**src/design/dsc_pkg.sv**
```systemverilog
// package: constants, register map and types for the dual-slope controller
package dsc_pkg;
  // clocking
  localparam int CLK_HZ = 40_000_000;
  localparam int OSC_HZ = 1_000_000;
  localparam int OSC_DIV = CLK_HZ / OSC_HZ;
  localparam int INTEG_MS = 100;
  localparam int INTEG_TICKS = INTEG_MS * (OSC_HZ / 1000);
  localparam int CNT_W = 20;
  // register byte addresses
  localparam logic [7:0] ADDR_CTRL = 8'h00;
  localparam logic [7:0] ADDR_STATUS = 8'h04;
  localparam logic [7:0] ADDR_RESULT = 8'h08;
  // control fields
  localparam int CTRL_RANGE_LSB = 0;
  localparam int CTRL_FUNC_LSB = 4;
  localparam int CTRL_EN_BIT = 8;
  localparam logic [31:0] CTRL_RESET = 32'h0000_0100;
  // measurement functions
  typedef enum logic [2:0] {
    FUNC_VDC = 3'h0,
    FUNC_VAC = 3'h1,
    FUNC_IDC = 3'h2,
    FUNC_IAC = 3'h3,
    FUNC_OHM = 3'h4
  } dsc_func_type;
  // analog switch commands
  typedef struct packed {
    logic connect_input;
    logic apply_negative_reference;
    logic apply_positive_reference;
    logic gain_x10;
    logic divide_by_ten;
  } dsc_analog_type;
endpackage : dsc_pkg

```
**src/design/dsc_ctrl.sv**
```systemverilog
// dual-slope conversion timing and control with apb registers
//
// The register addresses and register access over APB were chosen for this implementation.
`timescale 1ns/1ps
module dsc_ctrl #(
  parameter int INTEG_TICKS = dsc_pkg::INTEG_TICKS,
  parameter int CNT_W = dsc_pkg::CNT_W
) (
  // clock and reset
  input wire logic pclk,
  input wire logic presetn,
  // apb slave
  input wire logic psel,
  input wire logic penable,
  input wire logic pwrite,
  input wire logic [7:0] paddr,
  input wire logic [31:0] pwdata,
  output logic [31:0] prdata,
  output logic pready,
  output logic pslverr,
  // analog side
  input wire logic zero_detect,
  input wire logic input_positive,
  output dsc_pkg::dsc_analog_type analog,
  // display
  output logic [CNT_W-1:0] display_count,
  output logic display_negative
);
  typedef enum logic [1:0] {ST_IDLE, ST_INTEG, ST_READ} dsc_state_type;
  dsc_state_type state;
  logic tick;
  logic [31:0] ctrl;
  logic [CNT_W-1:0] timer;
  logic [CNT_W-1:0] count;
  logic done;
  logic overrange;
  logic pol_neg;
  logic [2:0] func;
  logic [2:0] range;
  logic enable;
  logic start;
  logic integ_end;
  logic read_end;

  assign func = ctrl[dsc_pkg::CTRL_FUNC_LSB +: 3];
  assign range = ctrl[dsc_pkg::CTRL_RANGE_LSB +: 3];
  assign enable = ctrl[dsc_pkg::CTRL_EN_BIT];

  // ac functions pass through the rms converter, always positive
  function automatic logic is_ac(input logic [2:0] f);
    return f == dsc_pkg::FUNC_VAC || f == dsc_pkg::FUNC_IAC;
  endfunction : is_ac

  // address decode for the error flag, kept apart from the read mux
  function automatic logic is_mapped(input logic [7:0] a);
    return a == dsc_pkg::ADDR_CTRL || a == dsc_pkg::ADDR_STATUS ||
      a == dsc_pkg::ADDR_RESULT;
  endfunction : is_mapped

  dsc_tick_div u_div (
    .pclk(pclk),
    .presetn(presetn),
    .tick(tick)
  );

  ////////////////////////////////////////////////////////////////////////
  // apb: zero-wait, pslverr on unmapped address
  logic acc;
  assign acc = psel && penable;
  always_ff @(posedge pclk or negedge presetn) begin
    if (!presetn) begin
      ctrl <= dsc_pkg::CTRL_RESET;
    end else if (acc && pwrite && paddr == dsc_pkg::ADDR_CTRL) begin
      ctrl <= {23'h000000, pwdata[8:0]};
    end
  end
  // registered read data, valid in the access cycle
  always_ff @(posedge pclk or negedge presetn) begin
    if (!presetn) begin
      prdata <= 32'h0000_0000;
      pslverr <= 1'b0;
      pready <= 1'b0;
    end else begin
      pready <= psel && !penable;
      pslverr <= psel && !penable && !is_mapped(paddr);
      unique case (paddr)
        dsc_pkg::ADDR_CTRL: prdata <= ctrl;
        dsc_pkg::ADDR_STATUS:
          prdata <= {27'h0, overrange, pol_neg, done, state};
        dsc_pkg::ADDR_RESULT:
          prdata <= {{(32-CNT_W){1'b0}}, display_count};
        default: prdata <= 32'h0000_0000;
      endcase
    end
  end

  ////////////////////////////////////////////////////////////////////////
  // gain and division per function and range
  always_ff @(posedge pclk or negedge presetn) begin
    if (!presetn) begin
      analog.gain_x10 <= 1'b0;
      analog.divide_by_ten <= 1'b0;
    end else if (func == dsc_pkg::FUNC_OHM) begin
      // ranges 0..5: 200, 2k, 20k, 200k, 2000k, 20M
      unique case (range)
        3'h0, 3'h1, 3'h3: begin
          analog.gain_x10 <= 1'b1;
          analog.divide_by_ten <= 1'b0;
        end
        3'h5: begin
          analog.gain_x10 <= 1'b0;
          analog.divide_by_ten <= 1'b1;
        end
        default: begin
          analog.gain_x10 <= 1'b0;
          analog.divide_by_ten <= 1'b0;
        end
      endcase
    end else begin
      // lowest range needs x10; divider/shunt scales the rest to 2 V
      analog.gain_x10 <= (range == 3'h0);
      analog.divide_by_ten <= 1'b0;
    end
  end

  ////////////////////////////////////////////////////////////////////////
  // sequencer events, each true only in the clock that carries a tick
  assign start = tick && state == ST_IDLE && enable;
  assign integ_end = tick && state == ST_INTEG &&
    timer == CNT_W'(INTEG_TICKS - 1);
  // saturating count guards a missing zero-detect
  assign read_end = tick && state == ST_READ && (zero_detect || &count);

  // conversion state, advances only on the oscillator tick
  always_ff @(posedge pclk or negedge presetn) begin
    if (!presetn) begin
      state <= ST_IDLE;
    end else if (tick) begin
      unique case (state)
        ST_IDLE: begin
          if (enable) begin
            state <= ST_INTEG;
          end
        end
        ST_INTEG: begin
          if (integ_end) begin
            state <= ST_READ;
          end
        end
        ST_READ: begin
          if (read_end) begin
            state <= enable ? ST_INTEG : ST_IDLE;
          end
        end
        default: state <= ST_IDLE;
      endcase
    end
  end

  // integrate timer, restarted whenever a new period opens
  always_ff @(posedge pclk or negedge presetn) begin
    if (!presetn) begin
      timer <= '0;
    end else if (start || read_end) begin
      timer <= '0;
    end else if (tick && state == ST_INTEG && !integ_end) begin
      timer <= timer + 1'b1;
    end
  end

  // read counter: zeroed as the reference goes on, one step per tick
  always_ff @(posedge pclk or negedge presetn) begin
    if (!presetn) begin
      count <= '0;
    end else if (integ_end) begin
      count <= '0;
    end else if (tick && state == ST_READ && !read_end) begin
      count <= count + 1'b1;
    end
  end

  // input switch: on for the whole integrate period and nothing else
  always_ff @(posedge pclk or negedge presetn) begin
    if (!presetn) begin
      analog.connect_input <= 1'b0;
    end else if (start) begin
      analog.connect_input <= 1'b1;
    end else if (integ_end) begin
      analog.connect_input <= 1'b0;
    end else if (read_end) begin
      analog.connect_input <= enable;
    end
  end

  // reference switches; polarity is taken on the tick that ends integrate
  always_ff @(posedge pclk or negedge presetn) begin
    if (!presetn) begin
      pol_neg <= 1'b0;
      analog.apply_negative_reference <= 1'b0;
      analog.apply_positive_reference <= 1'b0;
    end else if (integ_end) begin
      // positive input needs negative reference
      pol_neg <= !is_ac(func) && !input_positive;
      analog.apply_negative_reference <=
        is_ac(func) || input_positive;
      analog.apply_positive_reference <=
        !is_ac(func) && !input_positive;
    end else if (read_end) begin
      analog.apply_negative_reference <= 1'b0;
      analog.apply_positive_reference <= 1'b0;
    end
  end

  // result latch; the display holds until the next zero-detect or saturated count
  always_ff @(posedge pclk or negedge presetn) begin
    if (!presetn) begin
      done <= 1'b0;
      overrange <= 1'b0;
      display_count <= '0;
      display_negative <= 1'b0;
    end else if (tick) begin
      done <= read_end;
      if (read_end) begin
        display_count <= count;
        display_negative <= pol_neg;
        overrange <= &count;
      end
    end
  end
endmodule : dsc_ctrl

```
**src/design/dsc_tick_div.sv**
```systemverilog
// divider producing the 1 MHz oscillator enable pulse
`timescale 1ns/1ps
module dsc_tick_div #(
  parameter int DIV = dsc_pkg::OSC_DIV
) (
  // clock and reset
  input wire logic pclk,
  input wire logic presetn,
  // one-cycle enable
  output logic tick
);
  logic [7:0] cnt;
  // free-running count, pulse on wrap
  always_ff @(posedge pclk or negedge presetn) begin
    if (!presetn) begin
      cnt <= 8'h00;
      tick <= 1'b0;
    end else if (cnt == 8'(DIV - 1)) begin
      cnt <= 8'h00;
      tick <= 1'b1;
    end else begin
      cnt <= cnt + 8'h01;
      tick <= 1'b0;
    end
  end
endmodule : dsc_tick_div

```
**config.mk**
```make
export PLATFORM = sky130hd
export DESIGN_NAME = dsc_ctrl
export DESIGN_NICKNAME = d
export VERILOG_FILES = /design/src/design/dsc_pkg.sv /design/src/design/dsc_ctrl.sv /design/src/design/dsc_tick_div.sv
export SDC_FILE = /design/constraint.sdc
export NUM_CORES = 1
export LEC_CHECK = 0
export ABC_AREA = 1
export BUFFER_PORTS_ARGS = -buffer_cell sky130_fd_sc_hd__buf_4
export CAP_MARGIN = 20
export CELL_PAD_IN_SITES_DETAIL_PLACEMENT = 0
export CELL_PAD_IN_SITES_GLOBAL_PLACEMENT = 1
export CORE_ASPECT_RATIO = 0.5
export CORE_UTILIZATION = 41
export CTS_CLUSTER_DIAMETER = 120
export DETAILED_ROUTE_END_ITERATION = 12
export HOLD_SLACK_MARGIN = 0.06
export PLACE_DENSITY = 0.79
export SETUP_SLACK_MARGIN = 0.05
export SYNTH_ARGS = -nofsm -noshare
export SYNTH_HDL_FRONTEND = slang
export SYNTH_HIERARCHICAL = 1
export SYNTH_SLANG_ARGS = --single-unit
```
**constraint.sdc**
```tcl
create_clock -name pclk -period 2.5 [get_ports pclk]
set_clock_uncertainty 0.05 [all_clocks]
set_input_delay 0 -clock pclk [delete_from_list [all_inputs] [get_ports pclk]]
set_output_delay 0 -clock pclk [all_outputs]
set_load 0.005 [all_outputs]
```
---- Yosys cells after proc, flatten, opt, wreduce, memory -nomap -nowiden ----
Cells that the tools add are included.
operators by class
  multiplexer cells ....................... 19
  add/subtract/negate cells ............... 3
  equal/unequal tests ..................... 15
  reductions and logical operators ........ 37
operators with widths
  kind                     number
  $mux W20                 4
  $pmux W20 S3             1
  $add A20 B1 Y20 const B  2
  $eq A20 B17 Y1 const B   1
  $reduce_and A20 Y1       1
  $logic_and A1 B1 Y1      14
  $mux W2                  6
  $add A8 B1 Y8 const B    1
  $eq A8 B3 Y1 const B     1
  $eq A8 B4 Y1 const B     1
  $eq A8 B6 Y1 const B     1
  $logic_not A8 Y1         1
  $mux W8                  1
  $eq A3 B1 Y1 const B     2
  $eq A3 B2 Y1 const B     2
  $eq A3 B3 Y1 const B     2
  $logic_not A1 Y1         6
  $logic_or A1 B1 Y1       6
  $ne A2 B2 Y1 const B     3
  $pmux W2 S3              1
  $reduce_bool A2 Y1       3
  $mux W1                  5
  $pmux W2 S2              1
  $reduce_and A4 Y1        1
  7 further kinds          7
word-level totals
  bits in registers ....................... 123
  output and inout port bits .............. 60

---- Longest topological paths before layout ----
  word-level depth ........................ 7
  gate-level depth with buffers ........... 13
  gate-level depth less buffers ........... 12

---- By module ----
The synthesis kept the hierarchy.
by module, submodules not included
  module        sequential area each (µm²)  cells each  area an instance (µm²)  times used
  dsc_ctrl      2553.7                      647         5175.0                  1
  dsc_tick_div  225.2                       57          427.9                   1

---- Least setup slack after synthesis ----
OpenSTA, ideal clock, no wires.
  path kind ............................... reg-to-reg
  from .................................... reg count[0]
  to ...................................... reg display_count[17]
  path buffers ............................ 2
  cell stages (with the launch flop) ...... 13
  data arrival time ....................... 1.579 ns
  setup time .............................. 0.122 ns
  path slack .............................. 0.749 ns
  clock period less this slack ............ 1.751 ns
  path through ............................ dfrtp_1 ha_1 nand2_2 nor2_4 nand2_2 nor2_1 nand2_1 nand2_1 nand2_2 buf_6 buf_6 nand2_1 o21ai_1
on the way
  longest elaborated chain between the ends .. 4
ends and longest elaborated chain
  what                         line             RTL
  start: declaration           dsc_ctrl.sv:34   logic [CNT_W-1:0] count;
  start signal: assignment     dsc_ctrl.sv:178  count <= count + 1'b1;
  $reduce_and A20 Y1           dsc_ctrl.sv:132  assign read_end = tick && state == ST_READ && (zero_detect || &count);
  $logic_or A1 B1 Y1           dsc_ctrl.sv:132
  $logic_and A1 B1 Y1          dsc_ctrl.sv:132
  $reduce_and A2 Y1 (no line)  -
  end signal: assignment       dsc_ctrl.sv:224  display_count <= count;
  end: declaration             dsc_ctrl.sv:26   output logic [CNT_W-1:0] display_count,
No other way between the ends.
A chain may end at the register's enable or synchronous reset.

---- Final worst setup path ----
  from .................................... reg count[0]
  to ...................................... reg timer[16]
on the way
  longest elaborated chain between the ends .. 5
ends and longest elaborated chain
  what                                            line             RTL
  $reduce_and A20 Y1 (*)                          dsc_ctrl.sv:132
  $logic_or A1 B1 Y1 (*)                          dsc_ctrl.sv:132
  $logic_and A1 B1 Y1 (*)                         dsc_ctrl.sv:132
  $logic_or A1 B1 Y1 (*)                          dsc_ctrl.sv:164  end else if (start || read_end) begin
  $mux W20 or $reduce_bool A2 Y1 (tied branches)  -
  end signal: assignment                          dsc_ctrl.sv:167  timer <= timer + 1'b1;
  end: declaration                                dsc_ctrl.sv:33   logic [CNT_W-1:0] timer;
Mark *: on every way between the ends. The rest lies on a longest branch, timed or not.

==> results.sh <==
export IMPL_netlist_cell_type_count=39
export IMPL_drc_errors=0
export IMPL_final_nets=847
export IMPL_seqPwrFrac=0.534
export IMPL_cts_sinks=111
export IMPL_post_cts_buffers=0
export IMPL_pin_count=107
export IMPL_initial_core_util=0.4313
export IMPL_grt_max_degree=58
export IMPL_r2r_worst_path_cells=12
export IMPL_gp_congestion=0.9216
export IMPL_rsz0062_at_grt="no"
export IMPL_path_max_fanout=10
export IMPL_synth_warning_count=6
export IMPL_final_instance_count_excl_fill=972
export IMPL_ctsResizeCount=0
export IMPL_path_class="register to register"
export IMPL_hpwl_um=9553
export IMPL_r2r_end="timer[16]"
export IMPL_clk_pin_slew_worst_paths_ns=0.09
export IMPL_routed_wl_um=12930
export IMPL_tightest_slew_ns=0.7495
export IMPL_place_inst=939
export IMPL_synth_seq_cells=111
export IMPL_placementRows=29
export IMPL_final_common_cell="nand2_1"
export IMPL_slew_viol_final=0
export IMPL_p_switching_w=0.0008162
export IMPL_p_sw_frac=0.2401
export IMPL_avgViaCountPerCell=4.780
export IMPL_antenna_found_initial=0
export IMPL_vdd_drop_max_v=0.0003209
export IMPL_min_period_ns=2.145
export IMPL_clock_latency_ns=0.36
export IMPL_regToRegSetupSlack_ns=0.36
export IMPL_seq_area_frac_synth=0.4960
export IMPL_num_vias=4646
export IMPL_ant_nets=0
export IMPL_layout_common_cells="174 x nand2_1, 110 x dfrtp_1, 104 x nor2_1, 86 x inv_1, 80 x buf_4"
export IMPL_max_freq_mhz=466.3
export IMPL_gr_total_overflow=0
export IMPL_hold_viol=0
export IMPL_portBuffers=71
export IMPL_finalCritPeriodShare=0.8578
export IMPL_chipHeight_um=84.66
export IMPL_power_leakage_nw=3.335
export IMPL_drtIter0Drc=263
export IMPL_status="finished, final reports clean"
export IMPL_die_w_um=167.3
export IMPL_syn_inst=704
export IMPL_cts_tree="yes"
export IMPL_setup_viol=0
export IMPL_cp_endpoint="timer[16]"
export IMPL_grt_pass1_vias=4440
export IMPL_cts_hold_buf=17
export IMPL_cellPowerDensity_nw_per_um2=503.3
export IMPL_cts_made_buffers=9
export IMPL_worstPathArrival_ns=2.33
export IMPL_internal_power_w=0.002583
export IMPL_end_kind="register"
export IMPL_grt_usage=0.1926
export IMPL_fp_coreArea_sq_um=12990
export IMPL_syn_area_sq_um=5603
export IMPL_cap_violations=0
export IMPL_comb_power_share=0.038
export IMPL_cp_start_kind="register"
export IMPL_cts_root_buf="clkbuf_16"
export IMPL_diodes=0
export IMPL_first_pass_iters=5
export IMPL_area_growth_pct=20.54
export IMPL_maxSlewHeadroom=0.5003
export IMPL_cp_required_ns=2.69
export IMPL_die_area_sq_um=14170
export IMPL_setup_tns_final_ns=0
export IMPL_htree_levels=3
export IMPL_wire_per_inst_um=13.30
export IMPL_clockBufferDepth=2
export IMPL_syn_mean_instance_area_sq_um=7.959
export IMPL_crit_start="count[0]"
export IMPL_clkPwrFrac=0.428
export IMPL_drive_above_1_share=0.1658
export IMPL_hp_class="primary input to register"
export IMPL_regToRegStartpoint="count[0]"
export IMPL_grt_pass1_wl_um=21770
[layer usage]
layer,share of wire,wire length (um),GRT usage,up-vias
met5,0,0,0,-
met4,0.0080,104,0.04170,0
met3,0.023,303,0.03772,11
met2,0.46,5908,0.3080,53
met1,0.51,6612,0.2720,2205
li1,-,-,-,2377
[per-stage QoR]
step	power (W)	cell area (sq um)	util	setup WS [ns]	hold slack [ns]
6_report	0.003399	6754	0.5199	0.3554	0.08129
5_1_grt	0.003534	6754	0.5199	0.1611	0.1003
4_1_cts	0.003446	6754	0.5199	0.3061	0.08152
3_5_place_dp	0.001963	6277	0.4832	0.3757	0.06998
3_3_place_gp	0.001961	6277	0.4832	0.3896	0.06594
2_1_floorplan	0.001889	5644	-	0.7491	-0.3456
[area by class of cell]
cell class              instances  area, sq um
repair buffers                 98        790.8
well taps                     170        212.7
multi-input cells             485         2320
clock buffers                   9        225.2
inverters                      92        345.3
flip-flops and latches        111         2779
clock inverters                 7        81.33
fillers                      1266         6236
[worst max-delay path, stage by stage, from the launching register on]
cell     delay, ns
dfrtp_1       0.45
ha_1          0.30
nand2_2       0.11
nor2_4        0.15
nand2_2       0.10
nor2_1        0.09
nand2_1       0.11
nand2_1       0.10
nand2_2       0.09
nand2_2       0.21
inv_2         0.12
o21ai_0       0.09
nor2_1        0.06
[sequential cells by signal (all words and copies together) (netlist names), 2 cells and up]
register,cells
u_div/cnt,8
display_count,20
analog,5
timer,20
ctrl,9
count,20
prdata,20
state,2
[cells in the mapped netlist]
cell      count  area share
a21boi_1      1      0.0013
nand4_1      11       0.012
nand4_4       1      0.0038
inv_2         5      0.0034
clkbuf_1      2      0.0013
nor3_2        1      0.0018
buf_4        17       0.023
xnor2_1       2      0.0031
nand2_1     174        0.12
dfstp_2       1      0.0047
nor2_8        1      0.0036
o21ai_2       4      0.0063
inv_1        86       0.058
nor2_2        6      0.0067
o21ai_0      14       0.013
nor2_4        3      0.0060
nand4_2       1      0.0022
nor3b_1       1      0.0013
ha_1          3      0.0067
nand3_2       1      0.0018
a21oi_1      16       0.014
clkinv_1      1     0.00067
nand2_2      10       0.011
o211ai_1      1      0.0013
conb_1        1     0.00067
o21ai_1      28       0.025
o21bai_1      3      0.0040
nor3_1       12       0.011
xor2_1       13       0.020
a22o_1        1      0.0016
nand3_1      54       0.048
buf_6         4      0.0080
nor2_1      104       0.070
nand3b_1      1      0.0013
dfrtp_1     110        0.49
nand3_4       1      0.0031
buf_2         4      0.0036
nor3_4        1      0.0029
o221ai_1      4      0.0063
[kinds of logic (layout without fill, tap and decap cells)]
family                     Yosys count  in the layout  synth area share
DFF                                111            111            0.4960
AOI/OAI and AO/OA                   72             72           0.07258
buffers and inverters              119            206           0.09736
other                                1             12         0.0006693
and+or+nand+nor                    383            383            0.3033
adders and majority gates            3              3          0.006700
xor gates and xnor gates            15             15           0.02345
[power by group through the flow]
stage	combinational [W]	sequential, W	clock, W
3_5_place_dp	0.000114	0.00185	0
2_1_floorplan	0.0000401	0.00185	0
6_report	0.000129	0.00181	0.00146
3_3_place_gp	0.000112	0.00185	0
4_1_cts	0.000133	0.00181	0.00150
5_1_grt	0.000147	0.00182	0.00157
[worst min path at each step]
| stage | start | endpoint | slack (ns) | depth (start not counted) |
|---|---|---|---|---|
| 3_3_place_gp | presetn | pready | 0.07 | 1 |
| 3_5_place_dp | presetn | prdata[7] | 0.07 | 1 |
| 5_1_grt | paddr[3] | prdata[17] | 0.10 | 4 |
| 6_report | paddr[2] | prdata[8] | 0.08 | 4 |
| 2_1_floorplan | presetn | analog[0] | -0.35 | 0 |
| 4_1_cts | paddr[2] | prdata[8] | 0.08 | 4 |
(Power assumes the default switching activity.)
